**src/rtl/urg_pkg.sv**
```systemverilog
/*
 * Shared constants of the UART rate generator: register map, field
 * positions, reset values, divider figures and source codes.
 * Assumes a byte-wide register port with a small word address.
 */
package urg_pkg;

   // ----------------------------------------------------------------
   // Register port
   // ----------------------------------------------------------------
   localparam int ADDR_W = 4;
   localparam int DATA_W = 8;

   localparam logic [3:0] ADDR_RATE_GEN_CONTROL  = 4'h0;
   localparam logic [3:0] ADDR_RATE_GEN_FRACTION = 4'h1;
   localparam logic [3:0] ADDR_GEN_TIMER_CONTROL = 4'h2;
   localparam logic [3:0] ADDR_RELOAD_LOW_BYTE   = 4'h3;
   localparam logic [3:0] ADDR_RELOAD_HIGH_BYTE  = 4'h4;
   localparam logic [3:0] ADDR_POWER_CONTROL     = 4'h5;
   localparam logic [3:0] ADDR_PLL_CONTROL       = 4'h6;
   localparam logic [3:0] ADDR_SOURCE_STATUS     = 4'h7;
   localparam logic [3:0] ADDR_GEN_COUNT_LOW     = 4'h8;
   localparam logic [3:0] ADDR_GEN_COUNT_HIGH    = 4'h9;

   // ----------------------------------------------------------------
   // Field positions
   // ----------------------------------------------------------------
   localparam int DED_EN_BIT   = 7;
   localparam int DIV_LSB      = 0;
   localparam int DIV_W        = 3;
   localparam int RX_SEL_BIT   = 5;
   localparam int TX_SEL_BIT   = 4;
   localparam int GEN_RUN_BIT  = 2;
   localparam int DOUBLING_BIT = 7;
   localparam int CORE_DIV_LSB = 0;
   localparam int CORE_DIV_W   = 3;

   // ----------------------------------------------------------------
   // Reset values
   // ----------------------------------------------------------------
   localparam logic [7:0]  RST_CONTROL  = 8'h00;
   localparam logic [7:0]  RST_FRACTION = 8'h00;
   localparam logic [15:0] RST_RELOAD   = 16'h0000;
   localparam logic [2:0]  RST_CORE_DIV = 3'h0;

   // ----------------------------------------------------------------
   // Divider figures
   // ----------------------------------------------------------------
   localparam int          OS_PER_BIT   = 16;
   localparam int          OS_CNT_W     = 4;
   localparam int          PRE_W        = 7;
   localparam int          ACC_W        = 9;
   localparam logic [9:0]  FRAC_BASE    = 10'h040;
   localparam logic [9:0]  FRAC_STEP    = 10'h020;
   localparam logic [15:0] GEN_TOP      = 16'hFFFF;
   localparam logic [1:0]  FIX_OS_SLOW  = 2'h3;
   localparam logic [1:0]  FIX_OS_FAST  = 2'h1;

   // ----------------------------------------------------------------
   // UART modes and source codes
   // ----------------------------------------------------------------
   localparam logic [1:0] MODE_SHIFT     = 2'h0;
   localparam logic [1:0] MODE_VAR_8BIT  = 2'h1;
   localparam logic [1:0] MODE_FIXED_9   = 2'h2;
   localparam logic [1:0] MODE_VAR_9BIT  = 2'h3;

   localparam logic [1:0] SRC_NONE      = 2'h0;
   localparam logic [1:0] SRC_DEDICATED = 2'h1;
   localparam logic [1:0] SRC_GENERAL   = 2'h2;
   localparam logic [1:0] SRC_LEGACY    = 2'h3;

endpackage

```
**src/rtl/urg_tick_div.sv**
```systemverilog
/*
 * Modulo counter of step pulses: flags the step that completes each
 * group of MODULUS steps.
 * Assumes one clock, synchronous active-low reset, one-cycle steps.
 */
`timescale 1ns/1ns
module urg_tick_div #(
   parameter int CNT_W   = 4,
   parameter int MODULUS = 16
) (
   // Clock and reset
   input  wire logic i_clk,
   input  wire logic i_resetn,
   // Steps in, group end out
   input  wire logic i_step,
   output logic      o_wrap
);

   typedef struct packed {
      logic [CNT_W-1:0] cnt;
   } urg_div_state_t;

   localparam logic [CNT_W-1:0] LAST = CNT_W'(MODULUS - 1);

   urg_div_state_t st_reg;
   urg_div_state_t st_next;

   always_comb begin
      st_next = st_reg;
      o_wrap  = 1'b0;
      if (i_step) begin
         if (st_reg.cnt == LAST) begin
            st_next.cnt = '0;
            o_wrap      = 1'b1;
         end else begin
            st_next.cnt = st_reg.cnt + 1'b1;
         end
      end
   end

   always_ff @(posedge i_clk) begin
      if (!i_resetn) begin
         st_reg <= '0;
      end else begin
         st_reg <= st_next;
      end
   end
endmodule

```
**src/rtl/urg_rate_gen.sv**
```systemverilog
/*
 * UART rate generator: general 16-bit timer in rate mode, dedicated
 * prescaler plus fractional divider, legacy fixed and external-timer
 * paths, register port. Emits oversample and bit ticks per direction.
 * Assumes i_clk is the fast clock from which the core clock is made
 * by the core divider, and synchronous inputs.
 */
// What this block does
// - Bit advances after sixteen general timer overflows.
// - General timer steps every two core clocks.
// - Overflow reloads full 16-bit value.
// - Select bits pick general timer per direction in the variable modes.
// - Rate is core clock over 32 times counts.
// - Dedicated enable overrides doubling and select bits.
// - Dedicated disabled gives the legacy path to unselected directions.
// - Prescale core clock by two to exponent.
// - Rate is 2*core over prescale*(fraction+64).
// - Fraction lives in its own writable register.
// - Core clock chosen by three-bit core divider.
// - Covers 12 to 393216 bps within 0.8%.
// - Doubling bit doubles fixed and external-timer rates.
`timescale 1ns/1ns
module urg_rate_gen (
   // Clock and reset
   input  wire logic                       i_clk,
   input  wire logic                       i_resetn,
   // Register port
   input  wire logic [urg_pkg::ADDR_W-1:0] i_addr,
   input  wire logic [urg_pkg::DATA_W-1:0] i_wdata,
   input  wire logic                       i_wr,
   input  wire logic                       i_rd,
   output logic      [urg_pkg::DATA_W-1:0] o_rdata,
   // UART side
   input  wire logic [1:0]                 i_uart_mode,
   input  wire logic                       i_t1_overflow,
   output logic                            o_tx_os_tick,
   output logic                            o_rx_os_tick,
   output logic                            o_tx_bit_tick,
   output logic                            o_rx_bit_tick
);

   // ----------------------------------------------------------------
   // State
   // ----------------------------------------------------------------
   typedef struct packed {
      logic [urg_pkg::PRE_W-1:0]      cd_cnt;
      logic [urg_pkg::PRE_W-1:0]      pre_cnt;
      logic [urg_pkg::ACC_W-1:0]      frac_acc;
      logic [15:0]                    gen_cnt;
      logic                           gen_phase;
      logic                           t1_half;
      logic [1:0]                     fix_cnt;
      logic                           ded_en;
      logic [urg_pkg::DIV_W-1:0]      div;
      logic [7:0]                     fraction;
      logic                           tx_sel;
      logic                           rx_sel;
      logic                           gen_run;
      logic [15:0]                    reload;
      logic                           doubling;
      logic [urg_pkg::CORE_DIV_W-1:0] core_div;
      logic [7:0]                     rdata;
      logic                           tx_os;
      logic                           rx_os;
      logic                           tx_bit;
      logic                           rx_bit;
   } urg_state_t;

   urg_state_t st_reg;
   urg_state_t st_next;

   logic       core_tick;
   logic       pre_tick;
   logic       ded_os;
   logic       gen_step;
   logic       gen_on;
   logic       gen_ovf;
   logic       t1_os;
   logic       fix_os;
   logic       var_mode;
   logic       tx_os_c;
   logic       rx_os_c;
   logic       tx_wrap;
   logic       rx_wrap;
   logic [1:0] tx_src;
   logic [1:0] rx_src;
   logic [7:0] cd_pow;
   logic [7:0] pre_pow;
   logic [6:0] cd_mask;
   logic [6:0] pre_mask;
   logic [9:0] acc_sum;
   logic [9:0] acc_lim;

   // ----------------------------------------------------------------
   // Bit dividers, one per direction
   // ----------------------------------------------------------------
   urg_tick_div #(
      .CNT_W   (urg_pkg::OS_CNT_W),
      .MODULUS (urg_pkg::OS_PER_BIT)
   ) u_tx_div (
      .i_clk    (i_clk),
      .i_resetn (i_resetn),
      .i_step   (tx_os_c),
      .o_wrap   (tx_wrap)
   );

   urg_tick_div #(
      .CNT_W   (urg_pkg::OS_CNT_W),
      .MODULUS (urg_pkg::OS_PER_BIT)
   ) u_rx_div (
      .i_clk    (i_clk),
      .i_resetn (i_resetn),
      .i_step   (rx_os_c),
      .o_wrap   (rx_wrap)
   );

   // ----------------------------------------------------------------
   // Next state
   // ----------------------------------------------------------------
   always_comb begin
      st_next = st_reg;
      // core clock from the core divider
      cd_pow    = 8'h01 << st_reg.core_div;
      cd_mask   = 7'(cd_pow - 8'h01);
      core_tick = (st_reg.cd_cnt & cd_mask) == cd_mask;
      st_next.cd_cnt = st_reg.cd_cnt + 1'b1;

      // binary prescaler on the core clock
      pre_pow  = 8'h01 << st_reg.div;
      pre_mask = 7'(pre_pow - 8'h01);
      pre_tick = core_tick && ((st_reg.pre_cnt & pre_mask) == pre_mask);
      if (core_tick) begin
         st_next.pre_cnt = st_reg.pre_cnt + 1'b1;
      end

      // 32 per prescale tick against fraction+64 keeps rate exact
      acc_sum = {1'b0, st_reg.frac_acc} + urg_pkg::FRAC_STEP;
      acc_lim = {2'b00, st_reg.fraction} + urg_pkg::FRAC_BASE;
      ded_os  = 1'b0;
      if (pre_tick) begin
         // one oversample tick per completed fractional count
         if (acc_sum >= acc_lim) begin
            ded_os           = 1'b1;
            st_next.frac_acc = urg_pkg::ACC_W'(acc_sum - acc_lim);
            // A smaller fraction written mid-count leaves a stale
            // remainder above the new limit; restart it instead
            if ({1'b0, st_reg.frac_acc} >= acc_lim) begin
               st_next.frac_acc = '0;
            end
         end else begin
            st_next.frac_acc = urg_pkg::ACC_W'(acc_sum);
         end
      end

      // general timer steps on every second core clock
      gen_step = 1'b0;
      gen_ovf  = 1'b0;
      gen_on   = st_reg.gen_run && (st_reg.tx_sel || st_reg.rx_sel);
      if (gen_on) begin
         if (core_tick) begin
            st_next.gen_phase = !st_reg.gen_phase;
            gen_step          = st_reg.gen_phase;
         end
      end else begin
         // Stopped timer holds its reload, so a start needs no full lap
         st_next.gen_phase = 1'b0;
         st_next.gen_cnt   = st_reg.reload;
      end
      if (gen_step) begin
         if (st_reg.gen_cnt == urg_pkg::GEN_TOP) begin
            st_next.gen_cnt = st_reg.reload;
            gen_ovf         = 1'b1;
         end else begin
            st_next.gen_cnt = st_reg.gen_cnt + 1'b1;
         end
      end

      // doubling halves the external timer and fixed dividers
      if (i_t1_overflow) begin
         st_next.t1_half = !st_reg.t1_half;
      end
      t1_os  = i_t1_overflow && (st_reg.doubling || st_reg.t1_half);
      fix_os = 1'b0;
      if (core_tick) begin
         if (st_reg.fix_cnt == (st_reg.doubling ? urg_pkg::FIX_OS_FAST
                                                : urg_pkg::FIX_OS_SLOW))
         begin
            st_next.fix_cnt = 2'h0;
            fix_os          = 1'b1;
         end else begin
            st_next.fix_cnt = st_reg.fix_cnt + 1'b1;
         end
      end

      // Source choice per direction; shift mode has its own clock
      var_mode = (i_uart_mode == urg_pkg::MODE_VAR_8BIT) ||
                 (i_uart_mode == urg_pkg::MODE_VAR_9BIT);
      tx_src   = urg_pkg::SRC_NONE;
      rx_src   = urg_pkg::SRC_NONE;
      if (i_uart_mode != urg_pkg::MODE_SHIFT) begin
         // dedicated enable wins over doubling and selects
         if (st_reg.ded_en) begin
            tx_src = urg_pkg::SRC_DEDICATED;
            rx_src = urg_pkg::SRC_DEDICATED;
         end else if (var_mode) begin
            // each direction picks its own source
            tx_src = st_reg.tx_sel ? urg_pkg::SRC_GENERAL
                                   : urg_pkg::SRC_LEGACY;
            rx_src = st_reg.rx_sel ? urg_pkg::SRC_GENERAL
                                   : urg_pkg::SRC_LEGACY;
         end else begin
            // legacy fixed divider when dedicated is off
            tx_src = urg_pkg::SRC_LEGACY;
            rx_src = urg_pkg::SRC_LEGACY;
         end
      end
      // general overflow is one sixteenth of a bit
      case (tx_src)
         urg_pkg::SRC_DEDICATED: tx_os_c = ded_os;
         urg_pkg::SRC_GENERAL:   tx_os_c = gen_ovf;
         urg_pkg::SRC_LEGACY:    tx_os_c = var_mode ? t1_os : fix_os;
         default:                tx_os_c = 1'b0;
      endcase
      case (rx_src)
         urg_pkg::SRC_DEDICATED: rx_os_c = ded_os;
         urg_pkg::SRC_GENERAL:   rx_os_c = gen_ovf;
         urg_pkg::SRC_LEGACY:    rx_os_c = var_mode ? t1_os : fix_os;
         default:                rx_os_c = 1'b0;
      endcase
      st_next.tx_os  = tx_os_c;
      st_next.rx_os  = rx_os_c;
      st_next.tx_bit = tx_wrap;
      st_next.rx_bit = rx_wrap;

      if (i_wr) begin
         case (i_addr)
            urg_pkg::ADDR_RATE_GEN_CONTROL: begin
               st_next.ded_en = i_wdata[urg_pkg::DED_EN_BIT];
               st_next.div    = i_wdata[urg_pkg::DIV_LSB +:
                                        urg_pkg::DIV_W];
            end
            urg_pkg::ADDR_RATE_GEN_FRACTION: st_next.fraction = i_wdata;
            urg_pkg::ADDR_GEN_TIMER_CONTROL: begin
               st_next.rx_sel  = i_wdata[urg_pkg::RX_SEL_BIT];
               st_next.tx_sel  = i_wdata[urg_pkg::TX_SEL_BIT];
               st_next.gen_run = i_wdata[urg_pkg::GEN_RUN_BIT];
            end
            urg_pkg::ADDR_RELOAD_LOW_BYTE:  st_next.reload[7:0]  = i_wdata;
            urg_pkg::ADDR_RELOAD_HIGH_BYTE: st_next.reload[15:8] = i_wdata;
            urg_pkg::ADDR_POWER_CONTROL:
               st_next.doubling = i_wdata[urg_pkg::DOUBLING_BIT];
            urg_pkg::ADDR_PLL_CONTROL:
               st_next.core_div = i_wdata[urg_pkg::CORE_DIV_LSB +:
                                          urg_pkg::CORE_DIV_W];
            default: ;
         endcase
      end

      // Read data stands only in the cycle after the strobe
      st_next.rdata = 8'h00;
      if (i_rd) begin
         case (i_addr)
            urg_pkg::ADDR_RATE_GEN_CONTROL: begin
               st_next.rdata[urg_pkg::DED_EN_BIT] = st_reg.ded_en;
               st_next.rdata[urg_pkg::DIV_LSB +: urg_pkg::DIV_W] =
                  st_reg.div;
            end
            urg_pkg::ADDR_RATE_GEN_FRACTION: st_next.rdata = st_reg.fraction;
            urg_pkg::ADDR_GEN_TIMER_CONTROL: begin
               st_next.rdata[urg_pkg::RX_SEL_BIT]  = st_reg.rx_sel;
               st_next.rdata[urg_pkg::TX_SEL_BIT]  = st_reg.tx_sel;
               st_next.rdata[urg_pkg::GEN_RUN_BIT] = st_reg.gen_run;
            end
            urg_pkg::ADDR_RELOAD_LOW_BYTE:  st_next.rdata = st_reg.reload[7:0];
            urg_pkg::ADDR_RELOAD_HIGH_BYTE: st_next.rdata = st_reg.reload[15:8];
            urg_pkg::ADDR_POWER_CONTROL:
               st_next.rdata[urg_pkg::DOUBLING_BIT] = st_reg.doubling;
            urg_pkg::ADDR_PLL_CONTROL:
               st_next.rdata[urg_pkg::CORE_DIV_LSB +: urg_pkg::CORE_DIV_W] =
                  st_reg.core_div;
            urg_pkg::ADDR_SOURCE_STATUS: st_next.rdata = {4'h0, rx_src, tx_src};
            urg_pkg::ADDR_GEN_COUNT_LOW:  st_next.rdata = st_reg.gen_cnt[7:0];
            urg_pkg::ADDR_GEN_COUNT_HIGH: st_next.rdata = st_reg.gen_cnt[15:8];
            default: st_next.rdata = 8'h00;
         endcase
      end
   end

   // ----------------------------------------------------------------
   // Registers
   // ----------------------------------------------------------------
   always_ff @(posedge i_clk) begin
      if (!i_resetn) begin
         st_reg          <= '0;
         st_reg.ded_en   <= urg_pkg::RST_CONTROL[urg_pkg::DED_EN_BIT];
         st_reg.div      <= urg_pkg::RST_CONTROL[urg_pkg::DIV_LSB +:
                                                 urg_pkg::DIV_W];
         st_reg.fraction <= urg_pkg::RST_FRACTION;
         st_reg.reload   <= urg_pkg::RST_RELOAD;
         st_reg.core_div <= urg_pkg::RST_CORE_DIV;
      end else begin
         st_reg <= st_next;
      end
   end

   assign o_rdata       = st_reg.rdata;
   assign o_tx_os_tick  = st_reg.tx_os;
   assign o_rx_os_tick  = st_reg.rx_os;
   assign o_tx_bit_tick = st_reg.tx_bit;
   assign o_rx_bit_tick = st_reg.rx_bit;
endmodule

```
**config.mk**
```make
export PLATFORM = sky130hd
export DESIGN_NAME = urg_rate_gen
export DESIGN_NICKNAME = d
export VERILOG_FILES = /design/src/rtl/urg_pkg.sv /design/src/rtl/urg_tick_div.sv /design/src/rtl/urg_rate_gen.sv
export SDC_FILE = /design/constraint.sdc
export NUM_CORES = 1
export LEC_CHECK = 0
export BUFFER_PORTS_ARGS = -buffer_cell sky130_fd_sc_hd__buf_2
export CAP_MARGIN = 20
export CELL_PAD_IN_SITES_DETAIL_PLACEMENT = 1
export CELL_PAD_IN_SITES_GLOBAL_PLACEMENT = 2
export CORE_MARGIN = 3
export CORE_UTILIZATION = 38
export DETAILED_ROUTE_END_ITERATION = 8
export HOLD_SLACK_MARGIN = 0.12
export PLACE_DENSITY = 0.79
export REMOVE_ABC_BUFFERS = 1
export SETUP_SLACK_MARGIN = 0.3
export SYNTH_ARGS = -nofsm -noshare
export SYNTH_HDL_FRONTEND = slang
export SYNTH_HIERARCHICAL = 1
export SYNTH_SLANG_ARGS = --single-unit
export TNS_END_PERCENT = 50
```
**constraint.sdc**
```tcl
create_clock -name i_clk -period 3.1 [get_ports i_clk]
set_input_delay 0.155 -clock i_clk [delete_from_list [all_inputs] [get_ports i_clk]]
set_output_delay 0.155 -clock i_clk [all_outputs]
set_load 0.1 [all_outputs]
```
==> results of run 1 <==
==> layout by cell type (no fill, tap or decap), drive strengths merged, types with 12 or more instances in the layout <==
master / instances
a31oi: 12
nor2: 45
dfxtp: 98
ha: 20
xnor2: 17
buf: 38
nor2b: 48
and2: 19
o21ai: 32
a21oi: 42
nand2: 57
a21boi: 22
inv: 21
nor3: 13
mux2i: 40
nand3: 39
nand2b: 15
==> tightest hold or removal path, stage by stage <==
cell and delay [ns]:
buf_2 0.15, nand3_1 0.07, a21boi_0 0.07
==> metrics by stage <==
| step | total power [uW] | setup slack [ns] | instance area [sq um] | hold WS [ns] | util |
|---|---|---|---|---|---|
| finish | 3340 | 0.471 | 6270 | 0.140 | 0.430 |
| global route | 3530 | 0.273 | 6270 | 0.148 | 0.430 |
| CTS | 3380 | 0.311 | 6250 | 0.131 | 0.429 |
| detailed placement | 2240 | 0.326 | 5940 | 0.469 | 0.407 |
| global placement | 2210 | 0.461 | 5940 | 0.452 | 0.407 |
| floorplan | 1950 | 0.533 | 5490 | 0.277 | - |
==> logic make-up (layout without fill, tap and decap cells) <==
family	count (synthesis)	count (layout)
compound gates	157	157
xor+xnor	25	25
fa+ha+maj	21	21
buf+inv	60	75
flops	98	98
mux	42	42
simple gates	281	281
==> worst paths after layout <==
kind                   endpoint  slack [ns]
min reg2reg          st_reg[83]        0.48
max reg2reg  u_rx_div/st_reg[3]        0.47
min                  st_reg[16]        0.14
max          u_rx_div/st_reg[3]        0.47
==> routing by layer <==
metal | routed length [um] | track usage
met1 | 8370 | 0.297
met2 | 8140 | 0.356
met3 | 594 | 0.0258
met4 | 441 | 0.0799
met5 | 0 | 0
==> power by group through the flow <==
| stage | combinational (uW) | sequential (uW) | clock [uW] |
|---|---|---|---|
| floorplan | 563 | 1390 | 0 |
| CTS | 855 | 1370 | 1150 |
| global route | 962 | 1370 | 1200 |
| finish | 851 | 1370 | 1120 |
| detailed placement | 843 | 1400 | 0 |
| global placement | 822 | 1390 | 0 |
==> cell type report <==
cell class	instances	area [sq um]
sequential	98	1960
multi-input combinational	526	3470
inverter	19	71.3
clock inverter	5	36.3
tap	184	230
clock buffer	11	253
timing repair buffer	40	243
fill	1726	8320
==> timing repair <==
| action | 4_1_cts | 5_1_grt |
|---|---|---|
| hold endpoints to repair | 5 | 0 |
| endpoints found under the setup margin | 1 | 8 |
| hold buffers | 2 | 0 |
| gates resized for setup | 1 | 3 |
| setup buffers | 0 | 0 |
==> metrics.md, run 1 <==
| Metric | Value |
|---|---|
| Outcome | completed |
| R2r worst-path depth | 9 |
| Die area | approximately 16000 sq um |
| Core area | about 15000 sq um |
| Net Sw Frac | 0.328 |
| CTS Buffer Depth | 2 |
| Worst r2r src | st_reg[51] |
| Top delay family on crit path | simple AND/OR/NAND/NOR gates |
| P&R area growth vs syn | 10.3% |
| Worst Path Class, Setup | reg2reg |
| CP max-delay cell | dfxtp_1 |
| Wire length per cell | 19.9 um |
| DR pass1 iterations | 5 |
| Post-Synthesis Cells | 684 |
| Adder-Cell Fraction of Synth Area | 0.0476 |
| Final worst path period share | 0.848 |
| Synth top cells by count | 98 x dfxtp_1, 55 x nand2_1, 48 x nor2b_1 |
| Post-synthesis cell type count | 66 |
| Root buffer cell | clkbuf_16 |
| WP data arrival | slightly below 3 ns |
| Row count | 44 |
| Max reg flops | 78 |
| Synthesized cell area | ~5700 sq um |
| Post-Synth Simple-Gate Area | 0.267 |
| Power Density | 533 nW/um^2 |
| Unrepaired setup endpoints after global routing | true |
| Crit path depth | 9 |
| Inst Count DP | 865 |
| Skew final | between 0.007 and 0.008 ns |
| CP max FO | 6 |
| Slew Viols, Final | 0 |
| CP peak stage delay | about 0.42 ns |
| Fin cells | ~900 |
| Post-Synth XOR/XNOR Area | 0.0386 |
| Dominant synthesized flop cell | dfxtp_1 |
| Critical path, cell by cell | ha_1 > nand3_1 > nor4_2 > and4_2 > a31oi_1 > o221ai_2 > nand2_2 > or3_1 > a21boi_1 |
| Worst Setup End Kind | flop |
| WHS Path Cells | 3 |
| Clock power frac | 0.335 |
| Final Critical Period | 2.63 ns |
| Synth area leaders | dfxtp_1 35%, mux2i_1 7.1%, nor2b_1 5.3%, ha_1 4.4%, nand2_1 3.6% |
| Fin Setup TNS | 0 ns |
| Buf/Inv on CP | 0 |
| Final WL | 17.6 mm |
| Initial antenna violation count | 0 |
| Maximum VDD drop | 0.310 mV |
| CTS tree | yes |
| Async set-reset flop share out of synthesis | 0 |
| Final setup violation count | 0 |
| Via count | 5042 |
| Vias/cell | 5.71 |
| Area leader, netlist | dfxtp_1 |
| Sequential power share | 0.410 |
| Leak | 0.00236 uW |
| Multiplexer share of the synthesized area | 0.0745 |
| ANT cells | 0 |
| CP Launch Point | st_reg[51] |
| Net Switching | 1090 uW |
| Combinational Power Share | 0.255 |
| Largest net degree at the start of global routing | 84 |
| Vias in the first global route | 5152 |
| Layout net count | ~730 |
| Top-count cell post-synth | dfxtp_1 |
| Yosys top cell area share | 0.345 |
| Compound-Gate Fraction of Synth Area | 0.181 |
| Layout cell share with drive strength beyond 1 | 0.106 |
| DR DRC count | 0 |
| FF+latch count, synth | just under 100 |
| Internal power | between 2000 and 2500 uW |
| Die width | 128 um |
| All-Layer GR Usage | 0.218 |
| Register area share after synthesis | 0.345 |
| CTS clk-pin slew, worst paths | 0.07 ns |
| WP data required | 3.39 ns |
| Syn avg cell area | around 8.3 sq um |
| CTS Buf Count | 9 |
| Post-synth EDFFs | 0 |
| Initial core utilization | 0.389 |
| Slew @ Worst Pin | 0.768 ns |
| Yosys warnings | 6 |
| Max Clock Freq | 380 MHz |
| DRT iter0 DRCs | 325 |
| GR Overflow Total | 0 |
| Max cap viols | 0 |
| PortBufs | 30 |
| Relative slew slack | 0.485 |
| Worst skew pair latency | 0.35 ns |
| Die H | roughly 130 um |
| Largest family of logic cells by synthesized area | simple AND/OR/NAND/NOR gates |
| CP Launch Type | flop |
| Clock sink count | 98 |
| H-tree depth | 3 |
| First-pass GRT wire length | approximately 28 mm |
| Routed Antenna Nets | 0 |
| Final Hold Violating Endpoints | 0 |
| Hold Path Class | in2reg |
| Num ports | 31 |
| Post-DP HPWL | 13.1 mm |
| RePlAce Congestion | between 0.8 and 0.9 |
| Worst Min Path Start | i_wdata[0] |
Power figures use the tool's default switching activity.
==> run 2, diff against run 1 <==
Settings changed: ABC_AREA from default to 1, CORE_UTILIZATION 38 to 35, PLACE_DENSITY 0.79 to 0.78.
Clock period 3.1 ns to 2.6 ns, I/O delays scaled along.
==> metrics.md, run 2 <==
| Metric | Value |
|---|---|
| Post-layout util | 0.422 (was 0.430) |
| DR pass1 iterations | 4 (was 5) |
| Relative slew slack | 0.562 (was 0.485) |
| Max cap viols | 0 (unchanged) |
| Register area share after synthesis | 0.351 (was 0.345) |
| Worst Setup End Kind | flop (unchanged) |
| Initial antenna violation count | 0 (unchanged) |
| Leak | 0.00270 uW (was 0.00236 uW) |
| Pre-CTS WS | 0.00977 ns (was 0.326 ns) |
| Worst Path Class, Setup | reg2reg (unchanged) |
| CTS tree | yes (unchanged) |
| Unrepaired setup endpoints after global routing | true (unchanged) |
| Maximum VDD drop | 0.405 mV (was 0.310 mV) |
| RePlAce Congestion | 0.901 (was 0.886) |
| WP data required | 2.84 ns (was 3.39 ns) |
| PortBufs | 30 (unchanged) |
| Slew @ Worst Pin | 0.656 ns (was 0.768 ns) |
| Outcome | completed (unchanged) |
| Final WL | 19.1 mm (was 17.6 mm) |
| Slew Viols, Final | 0 (unchanged) |
| Syn avg cell area | 6.79 sq um (was 8.30 sq um) |
| Synth area leaders | dfxtp_1 35%, nand2_1 13%, a21oi_1 7.9%, inv_1 7.2%, o21ai_0 5.1% (was dfxtp_1 35%, mux2i_1 7.1%, nor2b_1 5.3%, ha_1 4.4%, nand2_1 3.6%) |
| CP max FO | 5 (was 6) |
| Top-count cell post-synth | nand2_1 (was dfxtp_1) |
| Num ports | 31 (unchanged) |
| Max Clock Freq | 439 MHz (was 380 MHz) |
| Core area | 15400 sq um (was 14600 sq um) |
| H-tree depth | 3 (unchanged) |
| Wire length per cell | 17.7 um (was 19.9 um) |
| Worst skew pair latency | 0.35 ns (about the same) |
| Area of the multi-input gates | 3210 sq um (was 3470 sq um) |
| Routed Antenna Nets | 0 (unchanged) |
| Final Hold Violating Endpoints | 0 (unchanged) |
| Fin Setup TNS | 0 ns (unchanged) |
| Most common cell after layout, fill and taps aside | nand2_1 (was dfxtp_1) |
| Largest net degree at the start of global routing | 40 (was 84) |
| Setup ws final | 0.324 ns (was 0.471 ns) |
| WP data arrival | 2.51 ns (was 2.92 ns) |
| Dominant synthesized flop cell | dfxtp_1 (unchanged) |
| Final Critical Period | 2.28 ns (was 2.63 ns) |
| Layout net count | 903 (was 734) |
| Die area | 17500 sq um (was 16400 sq um) |
| First-pass GRT wire length | 30.6 mm (was 28.3 mm) |
| Yosys warnings | 6 (unchanged) |
| Area leader, netlist | dfxtp_1 (unchanged) |
| Root buffer cell | clkbuf_16 (unchanged) |
| Filler Cell Count | 2025 (was 1726) |
| Final hold slack | 0.125 ns (was 0.140 ns) |
| GR Overflow Total | 0 (unchanged) |
| Die width | 132 um (was 128 um) |
| P&R area growth vs syn | 16.6% (was 10.3%) |
| Hold Path Class | in2reg (unchanged) |
| CTS Buf Count | 9 (unchanged) |
| Post-DP HPWL | 14.5 mm (was 13.1 mm) |
| Total power | 4440 uW (was 3340 uW) |
| Most frequent cells in the layout | 189 x nand2_1, 106 x inv_1, 94 x dfxtp_1, 85 x a21oi_1, 61 x nor2_1 (was 98 x dfxtp_1, 55 x nand2_1, 48 x nor2b_1, 45 x nor2_1, 41 x a21oi_1) |
| Post-synth EDFFs | 0 (unchanged) |
| Synth top cells by count | 192 x nand2_1, 107 x inv_1, 98 x dfxtp_1 (was 98 x dfxtp_1, 55 x nand2_1, 48 x nor2b_1) |
| FF/Latch Area | 1970 sq um (was 1960 sq um) |
| CTS Buffer Depth | 2 (unchanged) |
| Vias in the first global route | 5713 (was 5152) |
| Synthesized cell area | 5590 sq um (was 5680 sq um) |
| Skew final | 0.00871 ns (was 0.00751 ns) |
| CP max-delay cell | dfxtp_4 (was dfxtp_1) |
| All-Layer GR Usage | 0.220 (was 0.218) |
| Initial core utilization | 0.362 (was 0.389) |
| Yosys top cell area share | 0.351 (was 0.345) |
| Via count | 5603 (was 5042) |
| DR DRC count | 0 (unchanged) |
| Async set-reset flop share out of synthesis | 0 (unchanged) |
| Power Density | 681 nW/um^2 (was 533 nW/um^2) |
| Clock sink count | 98 (unchanged) |
| CP Launch Type | flop (unchanged) |
| Critical path, cell by cell | ha_4 > xor2_4 > ha_4 > a21oi_2 > a21boi_1 > nand2_1 > nand2_2 > nand2_4 > nand3_4 > nand3_4 > buf_4 > o21ai_0 > nor2_1 (was ha_1 > nand3_1 > nor4_2 > and4_2 > a31oi_1 > o221ai_2 > nand2_2 > or3_1 > a21boi_1) |
| FF+latch count, synth | 98 (unchanged) |
| Vias/cell | 5.19 (was 5.71) |
| Post-synthesis cell type count | 43 (was 66) |
| CTS clk-pin slew, worst paths | 0.07 ns (about the same) |
| Max reg flops | 78 (unchanged) |
| CP peak stage delay | 0.38 ns (was 0.42 ns) |
| Post-Synthesis Cells | 823 (was 684) |
| Die H | 132 um (was 128 um) |
| Final setup violation count | 0 (unchanged) |
| DRT iter0 DRCs | 325 (unchanged) |
| Row count | 45 (was 44) |
| Layout cell share with drive strength beyond 1 | 0.146 (was 0.106) |
| ANT cells | 0 (unchanged) |
| Final worst path period share | 0.875 (was 0.848) |
## run 2: metal layers
layer,wire (um),global-route usage,up-vias
met5,0,0,-
li1,-,-,2769
met4,227,0.0543,0
met1,9080,0.301,2704
met3,761,0.0347,15
met2,9000,0.362,115
## run 2: where the power goes
group          switching (uW)  internal, uW  total (uW)
clock network             593           750        1340
logic                     869           566        1440
registers                76.9          1580        1660
total                    1540          2900        4440
## run 2: area by class of cell
class,instances,share of cell area
inverters,112,0.0645
clock inverters,2,0.00576
repair buffers,55,0.0568
multi-input cells,587,0.493
clock buffers,14,0.0374
flip-flops and latches,98,0.302
well taps,211,0.0405
## run 2: final timing paths
kind	to	slack, ns	start	depth (start not counted)
setup / recovery	u_rx_div/st_reg[1]	0.32	st_reg[73]	13
hold / removal	st_reg[20]	0.12	i_wdata[4]	3
setup reg to reg	u_rx_div/st_reg[1]	0.32	st_reg[73]	13
hold reg to reg	st_reg[83]	0.45	st_reg[83]	1
## run 2: metrics by stage
step,cell area (sq um),std cells
finish,6520,1079
global placement,5930,1050
detailed placement,5960,1051
floorplan,5430,797
CTS,6350,1074
global route,6520,1079
## run 2: cell families (layout without fill, tap and decap cells)
logic type / count (synthesis) / in the layout / synth area share
simple gates: 360 / 360 / 0.288
compound gates: 192 / 192 / 0.186
buf+inv: 138 / 183 / 0.105
flops: 98 / 98 / 0.351
fa+ha+maj: 21 / 21 / 0.0483
xor+xnor: 14 / 14 / 0.0219
## run 2: what timing repair did
action	CTS	global route
pin swaps	2	10
buffers inserted	2	5
hold endpoints to repair	6	0
resized for setup	10	29
hold buffers	5	0
setup endpoints to repair	19	20
## run 2: worst max-delay path: cells and delay by family (launching register included)
kind | cells | cell delay [ns]
buffers and inverters | 1 | 0.15
and+or+nand+nor | 6 | 0.57
adders and majority gates | 2 | 0.41
DFF | 1 | 0.38
AOI/OAI and AO/OA | 3 | 0.47
xor gates and xnor gates | 1 | 0.20
==> run 3, diff against run 2 <==
Settings changed: CAP_MARGIN 20 to 0, CORE_UTILIZATION 35 to 36, CTS_BUF_LIST from default to sky130_fd_sc_hd__clkbuf_2, PLACE_DENSITY 0.78 to 0.8, RECOVER_POWER from default to 100.
==> metrics.md, run 3 (synthesis gave the netlist of run 2 again) <==
| Metric | Value |
|---|---|
| Die area | 17100 sq um (was 17500 sq um) |
| CP peak stage delay | 0.40 ns (was 0.38 ns) |
| Skew final | 0.0308 ns (was 0.00871 ns) |
| Initial core utilization | 0.376 (was 0.362) |
| Post-layout util | 0.432 (was 0.422) |
| Combinational Power Share | 0.344 (was 0.323) |
| Final Critical Period | 2.31 ns (was 2.28 ns) |
| Max reg flops | 78 (unchanged) |
| Net Sw Frac | 0.372 (was 0.347) |
| Unrepaired setup endpoints after global routing | true (unchanged) |
| RePlAce Congestion | 0.869 (was 0.901) |
| CP max-delay cell | dfxtp_1 (was dfxtp_4) |
| Final WL | 18.6 mm (was 19.1 mm) |
| PortBufs | 30 (unchanged) |
| Final Hold Violating Endpoints | 0 (unchanged) |
| Vias in the first global route | 5646 (was 5713) |
| Num ports | 31 (unchanged) |
| DR DRC count | 0 (unchanged) |
| Internal power | 2550 uW (was 2900 uW) |
| CTS clk-pin slew, worst paths | 0.31 ns (was 0.07 ns) |
| WP data required | 3.20 ns (was 2.84 ns) |
| Clock sink count | 98 (unchanged) |
| Pre-CTS WS | -0.0488 ns (was 0.00977 ns) |
| CTS tree | yes (unchanged) |
| Maximum VDD drop | 0.366 mV (was 0.405 mV) |
| Max cap viols | 0 (unchanged) |
| WP data arrival | 2.91 ns (was 2.51 ns) |
| Final Cell Area | 6430 sq um (was 6520 sq um) |
| Final hold slack | 0.238 ns (was 0.125 ns) |
| Core area | 14900 sq um (was 15400 sq um) |
| Relative slew slack | 0.218 (was 0.562) |
| Die width | 131 um (was 132 um) |
| GR Overflow Total | 0 (unchanged) |
| Row count | 44 (was 45) |
| Inst Count DP | 1021 (was 1051) |
| Initial antenna violation count | 1 (was 0) |
| Layout cell share with drive strength beyond 1 | 0.111 (was 0.146) |
| Final worst path period share | 0.889 (was 0.875) |
| Worst Setup End Kind | flop (unchanged) |
| Setup ws final | 0.289 ns (was 0.324 ns) |
| DR pass1 iterations | 5 (was 4) |
| Power Density | 631 nW/um^2 (was 681 nW/um^2) |
| Slew Viols, Final | 0 (unchanged) |
| CTS Buffer Depth | 2 (unchanged) |
| Critical path, cell by cell | ha_1 > xor2_1 > ha_4 > a21oi_1 > a21boi_2 > nand2_1 > nand2_2 > nand2_4 > nand3_4 > nand3_4 > nand2_1 > o21ai_0 > a21oi_1 (was ha_4 > xor2_4 > ha_4 > a21oi_2 > a21boi_1 > nand2_1 > nand2_2 > nand2_4 > nand3_4 > nand3_4 > buf_4 > o21ai_0 > nor2_1) |
| Max Clock Freq | 433 MHz (was 439 MHz) |
| Placed inst area | 5880 sq um (was 5960 sq um) |
| First-pass GRT wire length | 29.7 mm (was 30.6 mm) |
| CP Launch Type | flop (unchanged) |
| Worst Path Class, Setup | reg2reg (unchanged) |
| DRT iter0 DRCs | 323 (was 325) |
| Routed Antenna Nets | 0 (unchanged) |
| Die H | 131 um (was 132 um) |
| Clock power frac | 0.249 (was 0.303) |
| Hold Path Class | in2reg (unchanged) |
| Vias/cell | 5.35 (was 5.19) |
| Slew @ Worst Pin | 1.18 ns (was 0.656 ns) |
| Wire length per cell | 17.4 um (was 17.7 um) |
| Via count | 5718 (was 5603) |
| Most frequent cells in the layout | 193 x nand2_1, 109 x inv_1, 92 x dfxtp_1, 88 x a21oi_1, 66 x nor2_1 (was 189 x nand2_1, 106 x inv_1, 94 x dfxtp_1, 85 x a21oi_1, 61 x nor2_1) |
| Largest net degree at the start of global routing | 35 (was 40) |
| H-tree depth | 3 (unchanged) |
| Root buffer cell | clkbuf_2 (was clkbuf_16) |
| P&R area growth vs syn | 15.0% (was 16.6%) |
| Sequential power share | 0.407 (was 0.374) |
| Most common cell after layout, fill and taps aside | nand2_1 (unchanged) |
| Outcome | completed (unchanged) |
| Net Switching | 1510 uW (was 1540 uW) |
| Leak | 0.00265 uW (was 0.00270 uW) |
| Post-DP HPWL | 14.1 mm (was 14.5 mm) |
| CTS Buf Count | 9 (unchanged) |
| Fin cells | 1068 (was 1079) |
| Worst skew pair latency | 0.63 ns (was 0.35 ns) |
| CP max FO | 6 (was 5) |
| All-Layer GR Usage | 0.225 (was 0.220) |
| Layout net count | 918 (was 903) |
| Final setup violation count | 0 (unchanged) |
-- run 3: cell type report --
cell class,count,area (sq um)
antenna,1,2.50
clock buffer,9,45.0
clock inverter,7,123
fill,1931,8440
inverter,112,420
multi-input combinational,587,3150
sequential,98,1970
tap,184,230
timing repair buffer,70,489
-- run 3: what timing repair did --
action,in CTS,in global routing
setup endpoints to repair,21,20
hold endpoints to repair,83,0
resized for setup,17,25
buffers inserted,3,4
pin swaps,7,5
hold buffers,23,0
-- run 3: power by group through the flow --
stage,clock (uW),sequential [uW],combinational [uW]
final,1010,1650,1400
after global routing,1110,1660,1560
after CTS,1040,1650,1280
after detailed placement,0,1670,1170
after global placement,0,1670,1150
after floorplan,0,1680,781
-- run 3: layer usage --
layer	routed length (um)	global-route usage
met1	8890	0.307
met5	0	0
met4	358	0.0726
met2	8710	0.370
met3	661	0.0293
-- run 3: final timing paths --
path                        from            endpoint  slack, ns  cells after the start
setup / recovery      st_reg[72]  u_tx_div/st_reg[2]       0.29                     13
hold / removal    i_uart_mode[1]  u_tx_div/st_reg[0]       0.24                      8
setup reg to reg      st_reg[72]  u_tx_div/st_reg[2]       0.29                     13
hold reg to reg       st_reg[83]          st_reg[83]       0.47                      1
-- run 3: stage by stage --
stage,TNS [ns],total power (uW)
after floorplan,0,2470
after global placement,0,2820
after detailed placement,-0.135,2840
after CTS,0,3970
after global routing,0,4330
final,0,4060
-- run 3: worst max-delay path, delay by kind of cell (launching register included) --
kind / cells / cell delay [ns]
compound gates: 4 / 0.54
fa+ha+maj: 2 / 0.45
simple gates: 6 / 0.62
flops: 1 / 0.40
xor+xnor: 1 / 0.27
